File: src/hw/i2b_pkg.sv
// Package: register map, fields, reset values and event codes of the buffer-flag block
// Overview of operation
// - Formatless transmit keeps tx buffer empty flag set
// - Holding-to-shift move sets tx buffer empty flag
// - Receive-to-transmit switch after start sets flag
// - Hidden rx full flag, resets to zero
// - Data read in receive mode clears rx flag
// - Normal receive end moves shift byte, sets flag
// - Eight-bit own address register, resets to zero
// - Slave compares upper seven address bits after start
// - Address register shares offset, reachable while disabled
// - Data write in formatted transmit mode clears tx flag
// - Completed frame moves to empty rx holding buffer
package i2b_pkg;
	// ************************************************
	// Register offsets (byte addresses)
	// ************************************************
	localparam logic [7:0] REG_ADDR = 8'h00;
	localparam logic [7:0] REG_CTRL = 8'h04;
	localparam logic [7:0] REG_DATA = 8'h08;
	localparam logic [7:0] REG_ISTS = 8'h0C;
	localparam logic [7:0] REG_IMASK = 8'h10;
	localparam logic [7:0] REG_LINK = 8'h14;
	// ************************************************
	// Fields and reset values
	// ************************************************
	localparam int CTRL_EN_BIT = 0;
	localparam int CTRL_TSEL_BIT = 1;
	localparam int OSA_FMT_BIT = 0;
	localparam int MODE_NOACK_BIT = 0;
	localparam logic [7:0] OSA_RST = 8'h00;
	localparam logic [7:0] MODE_RST = 8'h00;
	localparam logic [3:0] IMASK_RST = 4'h0;
	// ************************************************
	// Events, frame and holding buffer layout
	// ************************************************
	localparam int EV_N = 4;
	localparam int EV_TXE = 0;
	localparam int EV_RXF = 1;
	localparam int EV_ADDR = 2;
	localparam int EV_STOP = 3;
	localparam logic [3:0] BITS_LAST = 4'h7;
	localparam logic [3:0] BITS_FRAME = 4'h8;
	localparam int HOLD_N = 2;
	localparam int HOLD_TX = 0;
	localparam int HOLD_RX = 1;
	localparam logic [1:0] RESP_OKAY = 2'h0;
	localparam logic [1:0] RESP_SLVERR = 2'h2;
endpackage

File: src/hw/i2b_hold_mem.sv
// Holding buffers for transmit and receive bytes, registered outputs
`timescale 1ns/1ps
module i2b_hold_mem import i2b_pkg::*; (
	// Clock and reset
	input wire logic core_clk,
	input wire logic rst,
	// Write side, one enable per entry
	input wire logic [HOLD_N-1:0] we,
	input wire logic [HOLD_N-1:0][7:0] wdata,
	// Read side
	output logic [HOLD_N-1:0][7:0] q
);
	logic [HOLD_N-1:0][7:0] q_r;
	logic [HOLD_N-1:0][7:0] q_nxt;

	genvar i;
	generate
		for (i = 0; i < HOLD_N; i++) begin : g_ent
			assign q_nxt[i] = we[i] ? wdata[i] : q_r[i];
		end
	endgenerate

	always_ff @(posedge core_clk) begin
		if (rst) begin
			q_r <= '0;
		end else begin
			q_r <= q_nxt;
		end
	end

	assign q = q_r;
endmodule

File: src/hw/i2b_core.sv
// Buffer flags, own slave address and AXI4-Lite registers of the serial interface
//
// Register access over AXI4-Lite and the address map were left to the implementer.
`timescale 1ns/1ps
module i2b_core import i2b_pkg::*; (
	// Clock and reset
	input wire logic core_clk,
	input wire logic rst,
	// AXI4-Lite write
	input wire logic s_axi_awvalid,
	output logic s_axi_awready,
	input wire logic [7:0] s_axi_awaddr,
	input wire logic s_axi_wvalid,
	output logic s_axi_wready,
	input wire logic [31:0] s_axi_wdata,
	input wire logic [3:0] s_axi_wstrb,
	output logic s_axi_bvalid,
	input wire logic s_axi_bready,
	output logic [1:0] s_axi_bresp,
	// AXI4-Lite read
	input wire logic s_axi_arvalid,
	output logic s_axi_arready,
	input wire logic [7:0] s_axi_araddr,
	output logic s_axi_rvalid,
	input wire logic s_axi_rready,
	output logic [31:0] s_axi_rdata,
	output logic [1:0] s_axi_rresp,
	// Serial bus pins
	input wire logic scl_i,
	input wire logic sda_i,
	output logic sda_o,
	output logic sda_oe,
	// Interrupt
	output logic irq
);
	typedef struct packed {
		logic [1:0] scl_s;
		logic [1:0] sda_s;
		logic scl_d;
		logic sda_d;
		logic aw_got;
		logic w_got;
		logic [7:0] awaddr;
		logic [31:0] wdata;
		logic [3:0] wstrb;
		logic bvalid;
		logic [1:0] bresp;
		logic rvalid;
		logic [31:0] rdata;
		logic [1:0] rresp;
		logic [7:0] own_slave_address;
		logic [7:0] mode_register_alias;
		logic interface_enable_bit;
		logic transmit_select;
		logic tsel_d;
		logic tx_buffer_empty_flag;
		logic rx_buffer_full_flag;
		logic sh_full;
		logic [7:0] shift_buffer;
		logic [3:0] bitcnt;
		logic active;
		logic addr_phase;
		logic ack_slot;
		logic ack_me;
		logic sda_drv;
		logic started;
		logic tx_nack;
		logic [EV_N-1:0] ists;
		logic [EV_N-1:0] imask;
	} i2b_state_t;

	i2b_state_t s;
	i2b_state_t n;
	logic [HOLD_N-1:0] mem_we;
	logic [HOLD_N-1:0][7:0] mem_wd;
	logic [HOLD_N-1:0][7:0] mem_q;
	logic [EV_N-1:0] ev;
	logic [EV_N-1:0] w1c;
	logic wr_fire;
	logic rd_fire;
	logic frame_done;
	logic addr_hit;
	logic scl;
	logic sda;
	logic rise;
	logic fall;
	logic start;
	logic stop;
	logic fmtless;
	logic txm;

	// ************************************************
	// Pin edges, seen only after the second flip-flop
	// ************************************************
	assign scl = s.scl_s[1];
	assign sda = s.sda_s[1];
	assign rise = scl & ~s.scl_d;
	assign fall = ~scl & s.scl_d;
	assign start = scl & s.scl_d & s.sda_d & ~sda;
	assign stop = scl & s.scl_d & ~s.sda_d & sda;
	assign fmtless = s.own_slave_address[OSA_FMT_BIT];
	assign txm = s.transmit_select & ~s.addr_phase;

	assign s_axi_awready = ~s.aw_got & ~s.bvalid;
	assign s_axi_wready = ~s.w_got & ~s.bvalid;
	assign s_axi_arready = ~s.rvalid;
	assign s_axi_bvalid = s.bvalid;
	assign s_axi_bresp = s.bresp;
	assign s_axi_rvalid = s.rvalid;
	assign s_axi_rdata = s.rdata;
	assign s_axi_rresp = s.rresp;
	// Open drain: only ever pull low
	assign sda_o = 1'b0;
	assign sda_oe = s.sda_drv;
	assign irq = |(s.ists & s.imask);

	i2b_hold_mem u_mem (
		.core_clk(core_clk),
		.rst(rst),
		.we(mem_we),
		.wdata(mem_wd),
		.q(mem_q)
	);

	always_comb begin
		n = s;
		ev = '0;
		w1c = '0;
		mem_we = '0;
		mem_wd = '0;
		frame_done = 1'b0;
		addr_hit = 1'b0;
		n.scl_s = {s.scl_s[0], scl_i};
		n.sda_s = {s.sda_s[0], sda_i};
		n.scl_d = scl;
		n.sda_d = sda;
		n.tsel_d = s.transmit_select;
		// ************************************************
		// Register writes
		// ************************************************
		if (s_axi_awvalid && s_axi_awready) begin
			n.aw_got = 1'b1;
			n.awaddr = s_axi_awaddr;
		end
		if (s_axi_wvalid && s_axi_wready) begin
			n.w_got = 1'b1;
			n.wdata = s_axi_wdata;
			n.wstrb = s_axi_wstrb;
		end
		if (s.bvalid && s_axi_bready) begin
			n.bvalid = 1'b0;
		end
		wr_fire = s.aw_got & s.w_got;
		if (wr_fire) begin
			n.aw_got = 1'b0;
			n.w_got = 1'b0;
			n.bvalid = 1'b1;
			n.bresp = RESP_OKAY;
			unique case (s.awaddr)
				REG_ADDR: begin
					// Shared offset: alias register while enabled
					if (s.wstrb[0] && !s.interface_enable_bit) begin
						n.own_slave_address = s.wdata[7:0];
					end else if (s.wstrb[0]) begin
						n.mode_register_alias = s.wdata[7:0];
					end
				end
				REG_CTRL: begin
					if (s.wstrb[0]) begin
						n.interface_enable_bit = s.wdata[CTRL_EN_BIT];
						n.transmit_select = s.wdata[CTRL_TSEL_BIT];
					end
				end
				REG_DATA: begin
					if (s.wstrb[0] && s.interface_enable_bit) begin
						mem_we[HOLD_TX] = 1'b1;
						mem_wd[HOLD_TX] = s.wdata[7:0];
						if (s.transmit_select) begin
							n.tx_buffer_empty_flag = 1'b0;
						end
					end
				end
				REG_ISTS: w1c = s.wstrb[0] ? s.wdata[EV_N-1:0] : '0;
				REG_IMASK: begin
					if (s.wstrb[0]) begin
						n.imask = s.wdata[EV_N-1:0];
					end
				end
				REG_LINK: n.bresp = RESP_OKAY;
				default: n.bresp = RESP_SLVERR;
			endcase
		end
		// ************************************************
		// Register reads
		// ************************************************
		if (s.rvalid && s_axi_rready) begin
			n.rvalid = 1'b0;
		end
		rd_fire = s_axi_arvalid & s_axi_arready;
		if (rd_fire) begin
			n.rvalid = 1'b1;
			n.rresp = RESP_OKAY;
			n.rdata = '0;
			unique case (s_axi_araddr)
				REG_ADDR: n.rdata[7:0] = s.interface_enable_bit ? s.mode_register_alias
					: s.own_slave_address;
				REG_CTRL: begin
					n.rdata[CTRL_EN_BIT] = s.interface_enable_bit;
					n.rdata[CTRL_TSEL_BIT] = s.transmit_select;
				end
				REG_DATA: begin
					if (s.interface_enable_bit) begin
						n.rdata[7:0] = mem_q[HOLD_RX];
						if (!s.transmit_select) begin
							n.rx_buffer_full_flag = 1'b0;
						end
					end
				end
				REG_ISTS: n.rdata[EV_N-1:0] = s.ists;
				REG_IMASK: n.rdata[EV_N-1:0] = s.imask;
				REG_LINK: n.rdata[4:0] = {s.tx_nack, s.ack_slot, s.started,
					s.active & ~s.addr_phase, s.active};
				default: n.rresp = RESP_SLVERR;
			endcase
		end
		// ************************************************
		// Buffer flag clears and receive transfer
		// ************************************************
		if (!s.transmit_select || stop) begin
			n.tx_buffer_empty_flag = 1'b0;
		end
		// Runs after the read clear so a new byte is never lost
		if (s.sh_full && !s.transmit_select && !s.rx_buffer_full_flag) begin
			mem_we[HOLD_RX] = 1'b1;
			mem_wd[HOLD_RX] = s.shift_buffer;
			n.rx_buffer_full_flag = 1'b1;
			n.sh_full = 1'b0;
			ev[EV_RXF] = 1'b1;
		end
		// ************************************************
		// Link engine
		// ************************************************
		if (!s.interface_enable_bit) begin
			n.active = 1'b0;
			n.started = 1'b0;
			n.sda_drv = 1'b0;
		end else if (start && !fmtless) begin
			n.active = 1'b1;
			n.addr_phase = 1'b1;
			n.bitcnt = '0;
			n.ack_slot = 1'b0;
			n.sda_drv = 1'b0;
			n.started = 1'b1;
			n.tx_nack = 1'b0;
		end else if (stop && !fmtless) begin
			n.active = 1'b0;
			n.started = 1'b0;
			n.sda_drv = 1'b0;
			ev[EV_STOP] = 1'b1;
		end else begin
			if (fmtless) begin
				n.active = 1'b1;
				n.addr_phase = 1'b0;
			end
			if (rise && s.active && s.ack_slot) begin
				n.tx_nack = txm & sda;
			end else if (rise && s.active && s.bitcnt <= BITS_LAST) begin
				n.shift_buffer = {s.shift_buffer[6:0], txm ? 1'b0 : sda};
				n.bitcnt = s.bitcnt + 4'h1;
				frame_done = (s.bitcnt == BITS_LAST);
			end
			if (frame_done && s.addr_phase) begin
				n.ack_me = 1'b0;
				if (n.shift_buffer[7:1] == s.own_slave_address[7:1]) begin
					addr_hit = 1'b1;
					n.addr_phase = 1'b0;
					n.transmit_select = n.shift_buffer[0];
					n.ack_me = 1'b1;
					ev[EV_ADDR] = 1'b1;
				end else begin
					n.active = 1'b0;
				end
			end else if (frame_done) begin
				// Receive: byte waits in shift; transmit: shift now empty
				n.sh_full = ~txm;
				n.ack_me = ~txm;
			end
			if (fall && s.active && s.bitcnt == BITS_FRAME) begin
				n.bitcnt = '0;
				n.ack_slot = ~fmtless;
				n.sda_drv = fmtless ? (txm & ~s.shift_buffer[7])
					: (s.ack_me & ~s.mode_register_alias[MODE_NOACK_BIT]);
			end else if (fall && s.active) begin
				n.ack_slot = 1'b0;
				n.sda_drv = txm & ~s.shift_buffer[7] & ~s.tx_nack;
			end
		end
		// ************************************************
		// Transmit flag sets, after every clear
		// ************************************************
		if (s.transmit_select && fmtless) begin
			n.tx_buffer_empty_flag = 1'b1;
		end
		// Not in the switch cycle: the holding byte there may be stale
		if (s.transmit_select && s.tsel_d && !s.tx_buffer_empty_flag && !s.sh_full) begin
			n.shift_buffer = mem_q[HOLD_TX];
			n.sh_full = 1'b1;
			n.tx_buffer_empty_flag = 1'b1;
		end
		if (s.transmit_select && !s.tsel_d && s.started) begin
			n.tx_buffer_empty_flag = 1'b1;
		end
		ev[EV_TXE] = n.tx_buffer_empty_flag & ~s.tx_buffer_empty_flag;
		// Set wins over a same-cycle write-one clear
		n.ists = (s.ists & ~w1c) | ev;
	end

	always_ff @(posedge core_clk) begin
		if (rst) begin
			s <= '0;
			s.own_slave_address <= OSA_RST;
			s.mode_register_alias <= MODE_RST;
			s.imask <= IMASK_RST;
		end else begin
			s <= n;
		end
	end
endmodule

File: config.mk
export PLATFORM = sky130hd
export DESIGN_NAME = i2b_core
export DESIGN_NICKNAME = d
export VERILOG_FILES = /design/src/hw/i2b_pkg.sv /design/src/hw/i2b_hold_mem.sv /design/src/hw/i2b_core.sv
export SDC_FILE = /design/constraint.sdc
export NUM_CORES = 1
export LEC_CHECK = 0
export BUFFER_PORTS_ARGS = -buffer_cell sky130_fd_sc_hd__buf_2
export CORE_MARGIN = 2
export CORE_UTILIZATION = 54
export CTS_CLUSTER_SIZE = 8
export DETAILED_ROUTE_END_ITERATION = 12
export GPL_TIMING_DRIVEN = 1
export PLACE_DENSITY = 0.85
export SLEW_MARGIN = 20
export SYNTH_ARGS = -nofsm -noshare
export SYNTH_HDL_FRONTEND = slang
export SYNTH_SLANG_ARGS = --single-unit
File: constraint.sdc
create_clock -name core_clk -period 4.3 [get_ports core_clk]
set_clock_uncertainty 0.05 [all_clocks]
set_input_delay 0.645 -clock core_clk [delete_from_list [all_inputs] [get_ports core_clk]]
set_output_delay 0.645 -clock core_clk [all_outputs]
set_load 0.05 [all_outputs]
### Word level (Yosys, flattened, before mapping)

Cells that the tools add are included.

| word-level totals | value |
|---|---|
| register bits after elaboration | 104 |
| output and inout port bits | 44 |
| memory bits (writable) | 0 |
| ROM bits | 0 |
| memories | 0 |
| latch bits | 0 |
| bits of input ports | 61 |
| word-level logic and storage cells | 244 |

| operators by class | value |
|---|---|
| mux-type cells | 87 |
| multipliers | 0 |
| eq/ne operators | 19 |
| add/sub/neg operators | 1 |
| divide/modulo/power cells | 0 |
| shift operators | 0 |
| magnitude comparators | 1 |
| bitwise gates (word level) | 41 |
| reductions and logical operators | 60 |

Operators by type and width:

| cell | count |
|---|---|
| two-way mux 12 bit | 5 |
| two-way mux 1 bit | 51 |
| two-way mux 8 bit | 6 |
| two-way mux 35 bit | 1 |
| equality test 8 x 4 -> 1 bit (second input constant) | 4 |
| equality test 8 x 5 -> 1 bit (second input constant) | 4 |
| two-way mux 13 bit | 2 |
| logical AND 1 bit | 22 |
| nonzero test 2 bit | 10 |
| inverter 1 bit | 19 |
| bitwise AND 1 bit | 18 |
| two-way mux 2 bit | 9 |
| two-way mux 9 bit | 2 |
| AND reduction 3 bit | 6 |
| equality test 8 x 3 -> 1 bit (second input constant) | 2 |
| logical NOT 8 bit | 2 |
| two-way mux 4 bit | 4 |
| AND reduction 4 bit | 4 |
| one-hot mux 2 bit (6 select lines) | 1 |
| OR reduction 6 bit | 2 |
| one-hot mux 2 bit (5 select lines) | 1 |
| bitwise AND 4 bit | 2 |
| OR reduction 4 bit | 2 |
| equality test 7 bit | 1 |
| other kinds (19) | 29 |

### Longest topological paths before layout

| depth | value |
|---|---|
| depth in word-level cells | 17 |
| mapped depth | 8 |
| mapped depth without buffers | 8 |

### Modules after synthesis

From an unflattened synthesis, not the netlist that was laid out.

| unflattened totals | value |
|---|---|
| cell total of the unflattened synthesis | 577 |
| area total of the unflattened synthesis | 5022.3 um^2 |

Modules (own cells, without submodules):

| module | times used | cells each | seq. area each (um^2) | area each (um^2) |
|---|---|---|---|---|
| i2b_core | 1 | 525 | 1721.7 | 4443.0 |
| i2b_hold_mem | 1 | 52 | 320.3 | 579.3 |

### Worst setup path after synthesis

OpenSTA, ideal clock, no wires.

| timing | value |
|---|---|
| path type | in2reg |
| start | input s_axi_araddr[6] |
| end | register s (netlist bit s_axi_rdata[5]) |
| setup time | 86 ps |
| cell stages on the path | 6 |
| slack | 2040 ps |
| buffers on the path | 0 |
| arrival time | 2125 ps |
| required time | 4164 ps |
| path through | or3_1 -> nor4_1 -> nand2_1 -> nor2_1 -> a21oi_1 -> a211oi_1 |

| on the way | value |
|---|---|
| longest elaborated chain between the ends | 2 |

RTL lines:

| element | RTL line | source |
|---|---|---|
| start, declared | i2b_core.sv:23 | `input wire logic [7:0] s_axi_araddr,` |
| equality test 8 x 4 -> 1 bit / logical NOT 8 bit (equally long branches) | i2b_core.sv:204 | `unique case (s_axi_araddr)` |
| one-hot mux 3 bit (2 select lines) (*) | i2b_core.sv:204 |  |
| end signal, assigned | i2b_core.sv:325 | `s <= n;` |
| end, declared | i2b_core.sv:72 | `i2b_state_t s;` |

Every way passes the cells marked *; elsewhere a longest branch is shown, timed or not.
A chain may end at the register's enable or synchronous reset.

### Worst setup path after layout

| timing | value |
|---|---|
| start | register s[14] (netlist bit) |
| end | register s (netlist bit n[30]) |

| on the way | value |
|---|---|
| longest elaborated chain between the ends | 13 |

RTL lines:

| element | RTL line | source |
|---|---|---|
| logical AND 1 bit (*) | i2b_core.sv:265, i2b_core.sv:267 |  |
| logical AND 1 bit | i2b_core.sv:267 | `end else if (rise && s.active && s.bitcnt <= BITS_LAST) begin` |
| two-way mux 12 bit | i2b_core.sv:267 |  |
| two-way mux 12 bit | i2b_core.sv:265 | `if (rise && s.active && s.ack_slot) begin` |
| two-way mux 12 bit | i2b_core.sv:255 | `end else if (stop && !fmtless) begin` |
| two-way mux 12 bit | i2b_core.sv:247 | `end else if (start && !fmtless) begin` |
| two-way mux 12 bit | i2b_core.sv:243 | `if (!s.interface_enable_bit) begin` |
| equality test 7 bit | i2b_core.sv:274 | `if (n.shift_buffer[7:1] == s.own_slave_address[7:1]) begin` |
| two-way mux 1 bit | i2b_core.sv:274 |  |
| two-way mux 1 bit (*) | i2b_core.sv:272 | `if (frame_done && s.addr_phase) begin` |
| two-way mux 1 bit (*) | i2b_core.sv:255 |  |
| two-way mux 1 bit (*) | i2b_core.sv:247 |  |
| two-way mux 1 bit (*) | i2b_core.sv:243 |  |

Every way passes the cells marked *; elsewhere a longest branch is shown, timed or not. The select of a mux whose other input is x is not followed.

==> flow_metrics.tcl <==
set metrics [dict create \
    status "finished clean" \
    timing.hold.worst.class "primary input to flip-flop" \
    grt_pass1_wl_um 18000 \
    tns_ns 0 \
    hpwl_um 7910 \
    leakagePower_uw 0.00197 \
    fin_crit_sh 0.596 \
    end_kind "flip-flop" \
    yosys.area.top_type "dfxtp_1" \
    coreArea_mm2 0.00872 \
    yosys-top-cells-area "dfxtp_1 (42%), nand2_1 (8.6%), mux2i_1 (7.0%)" \
    chipWidth_um 98.9 \
    avgRoutedWirePerCell_um 14.7 \
    root_buffer "clkbuf_8" \
    async_flop_share 0 \
    ctsHoldBuffers 0 \
    vias 4125 \
    setup-violations-final 0 \
    place_congestion 0.931 \
    dr.pass1.iters 5 \
    ys_seq_area_frac 0.420 \
    drc 0 \
    syn_area_mm2 0.00486 \
    fin_util 0.594 \
    synth_top_family_by_area "simple AND/OR/NAND/NOR gates" \
    syn2layout_area_growth_pct 6.43 \
    max_freq_ghz 0.390 \
    cap_viol_max_count 0 \
    synth-compound-area-share 0.159 \
    cts_htree_levels 3 \
    n_fill_cell 780 \
    cts_tree "yes" \
    cts_buffers 9 \
    clock-sinks 102 \
    antenna_cells 0 \
    powerDensity_mw_per_mm2 341 \
    antenna_left 0 \
    arrival_ns 2.79 \
    cp-start-kind "flip-flop" \
    grt_setup_unrepaired "no" \
    io_pins 105 \
    worst-path-max-fanout 14 \
    reg2regPathDepth 6 \
    rows 34 \
    pre_cts_ws_ns 1.77 \
    grt_usage 0.227 \
    grt_overflow 0 \
    clock_latency_ns 0.38 \
    slew_viol_final 0 \
    die_area_mm2 0.00978 \
    dr.first_iter.drc_count 184 \
    synth_enable_flop_cells 0 \
    synth_top_flop_cell "dfxtp_1" \
    synth_top_area_frac 0.420 \
    synthAdderAreaFrac 0.00515 \
    post_cts_buffers 0 \
    portBuffers 50 \
    synth_most_common_cell "nand2_1" \
    ys_ff_latch 102 \
    muxShareOfSynthArea 0.0792 \
    ir_drop_v 0.000221 \
    grt_antenna_before_repair 0 \
    finalWorstSetupSlack_ns 1.74 \
    critPathRequiredTime_ns 4.53 \
    start_util 0.558 \
    synth-xor-area-share 0.00900 \
    avgSynthCellArea_um2 8.11 \
    routed_wl_um 10800 \
    final_nets 686 \
    fin_crit_ns 2.56 \
    viasPerCell 5.60 \
    cts_resized 0 \
    clk_pin_slew_worst_paths_ns 0.10 \
    worstSetupPathType "flip-flop to flip-flop" \
    syn_inst 600 \
    regArea_mm2 0.00204 \
    fin_area_mm2 0.00518 \
    yosys_warnings 0 \
    grt_start_max_net_pins 40 \
    ys_top_cells_by_count "nand2_1 (112), dfxtp_1 (102), nor2_1 (64)" \
    worst_pin_slew_ns 0.694 \
    die_h_um 98.9 \
    hold_viol_final 0 \
    synth.distinct_cells 51 \
    drive_above_1_share 0.129 \
    clock_path_buffers 2 \
    synthSimpleGateAreaFrac 0.235 \
    whs_path_depth 2 \
    dpl_cell_area_mm2 0.00498 \
    maxSlewHeadroom 0.536 \
    multi_input_area_mm2 0.00247 \
    grt_pass1_vias 3658 \
]
## metrics by stage
stage | hold slack [ns] | total power (uW) | std cells
2_1_floorplan | 0.364 | 1190 | 626
3_3_place_gp | 0.366 | 1190 | 720
3_5_place_dp | 0.382 | 1200 | 720
4_1_cts | 0.388 | 1780 | 736
5_1_grt | 0.403 | 1850 | 736
6_report | 0.396 | 1770 | 736
## flip-flops by register name, indices dropped and copies added, names as in the netlist
register and flops:
fmtless 1, n 5, s 67, s_axi_bresp 1, s_axi_bvalid 1, s_axi_rdata 8
s_axi_rresp 1, s_axi_rvalid 1, sda_oe 1, u_mem.q 16
## cells in the final DEF (no fill, tap or decap), types with 4 or more instances in the layout
master	instances
a22oi_1	8
nor2b_1	12
nand3_1	8
nand2b_1	6
conb_1	27
a211oi_1	17
a21oi_1	59
and2_1	5
buf_2	50
mux2i_1	34
clkbuf_8	9
nand4_1	7
o21ai_0	18
dfxtp_1	102
mux2_2	4
nor2_1	64
inv_1	12
nand3b_1	7
nand2_1	112
nor4_1	4
buf_4	5
## metal layers
layer | vias up | track usage | share of wire
met2 | 151 | 0.348 | 0.45
li1 | 2044 | - | -
met5 | - | 0 | 0
met1 | 1908 | 0.321 | 0.46
met3 | 22 | 0.0397 | 0.065
met4 | 0 | 0.0832 | 0.025
## logic make-up after synthesis
group / after synthesis
xor gates and xnor gates: 5
muxes: 38
other: 1
DFF: 102
and+or+nand+nor: 245
adders and majority gates: 2
AOI/OAI and AO/OA: 126
buffers and inverters: 81
## worst max-delay path: stages, from the launching register on
cell	delay, ns
dfxtp_1	0.46
nand3b_1	0.21
nor3_4	0.59
mux2i_1	0.16
a221oi_1	0.44
nand4_1	0.23
mux2_2	0.32
## worst paths after layout
| kind | slack [ns] | start | to |
|---|---|---|---|
| worst max-delay path | 1.74 | s[14] | n[30] |
| worst min-delay path | 0.40 | s_axi_rready | s_axi_rvalid |
| worst max register to register | 1.74 | s[14] | n[30] |
| worst min register to register | 0.40 | n[138] | n[134] |
## final cells by class
class / instances / area share
clock buffers: 9 / 0.0239
clock inverters: 7 / 0.0133
inverters: 12 / 0.00870
multi-input cells: 443 / 0.478
flip-flops and latches: 102 / 0.394
well taps: 108 / 0.0261
repair buffers: 55 / 0.0556
## report_power, final
| group | internal [uW] | switching, uW | leakage (uW) |
|---|---|---|---|
| Clock | 225 | 363 | 0.0000975 |
| Sequential | 966 | 22.2 | 0.000828 |
| Combinational | 42.8 | 147 | 0.00105 |
| Total | 1230 | 532 | 0.00197 |
Note: power is estimated with default switching activity, not from simulation.
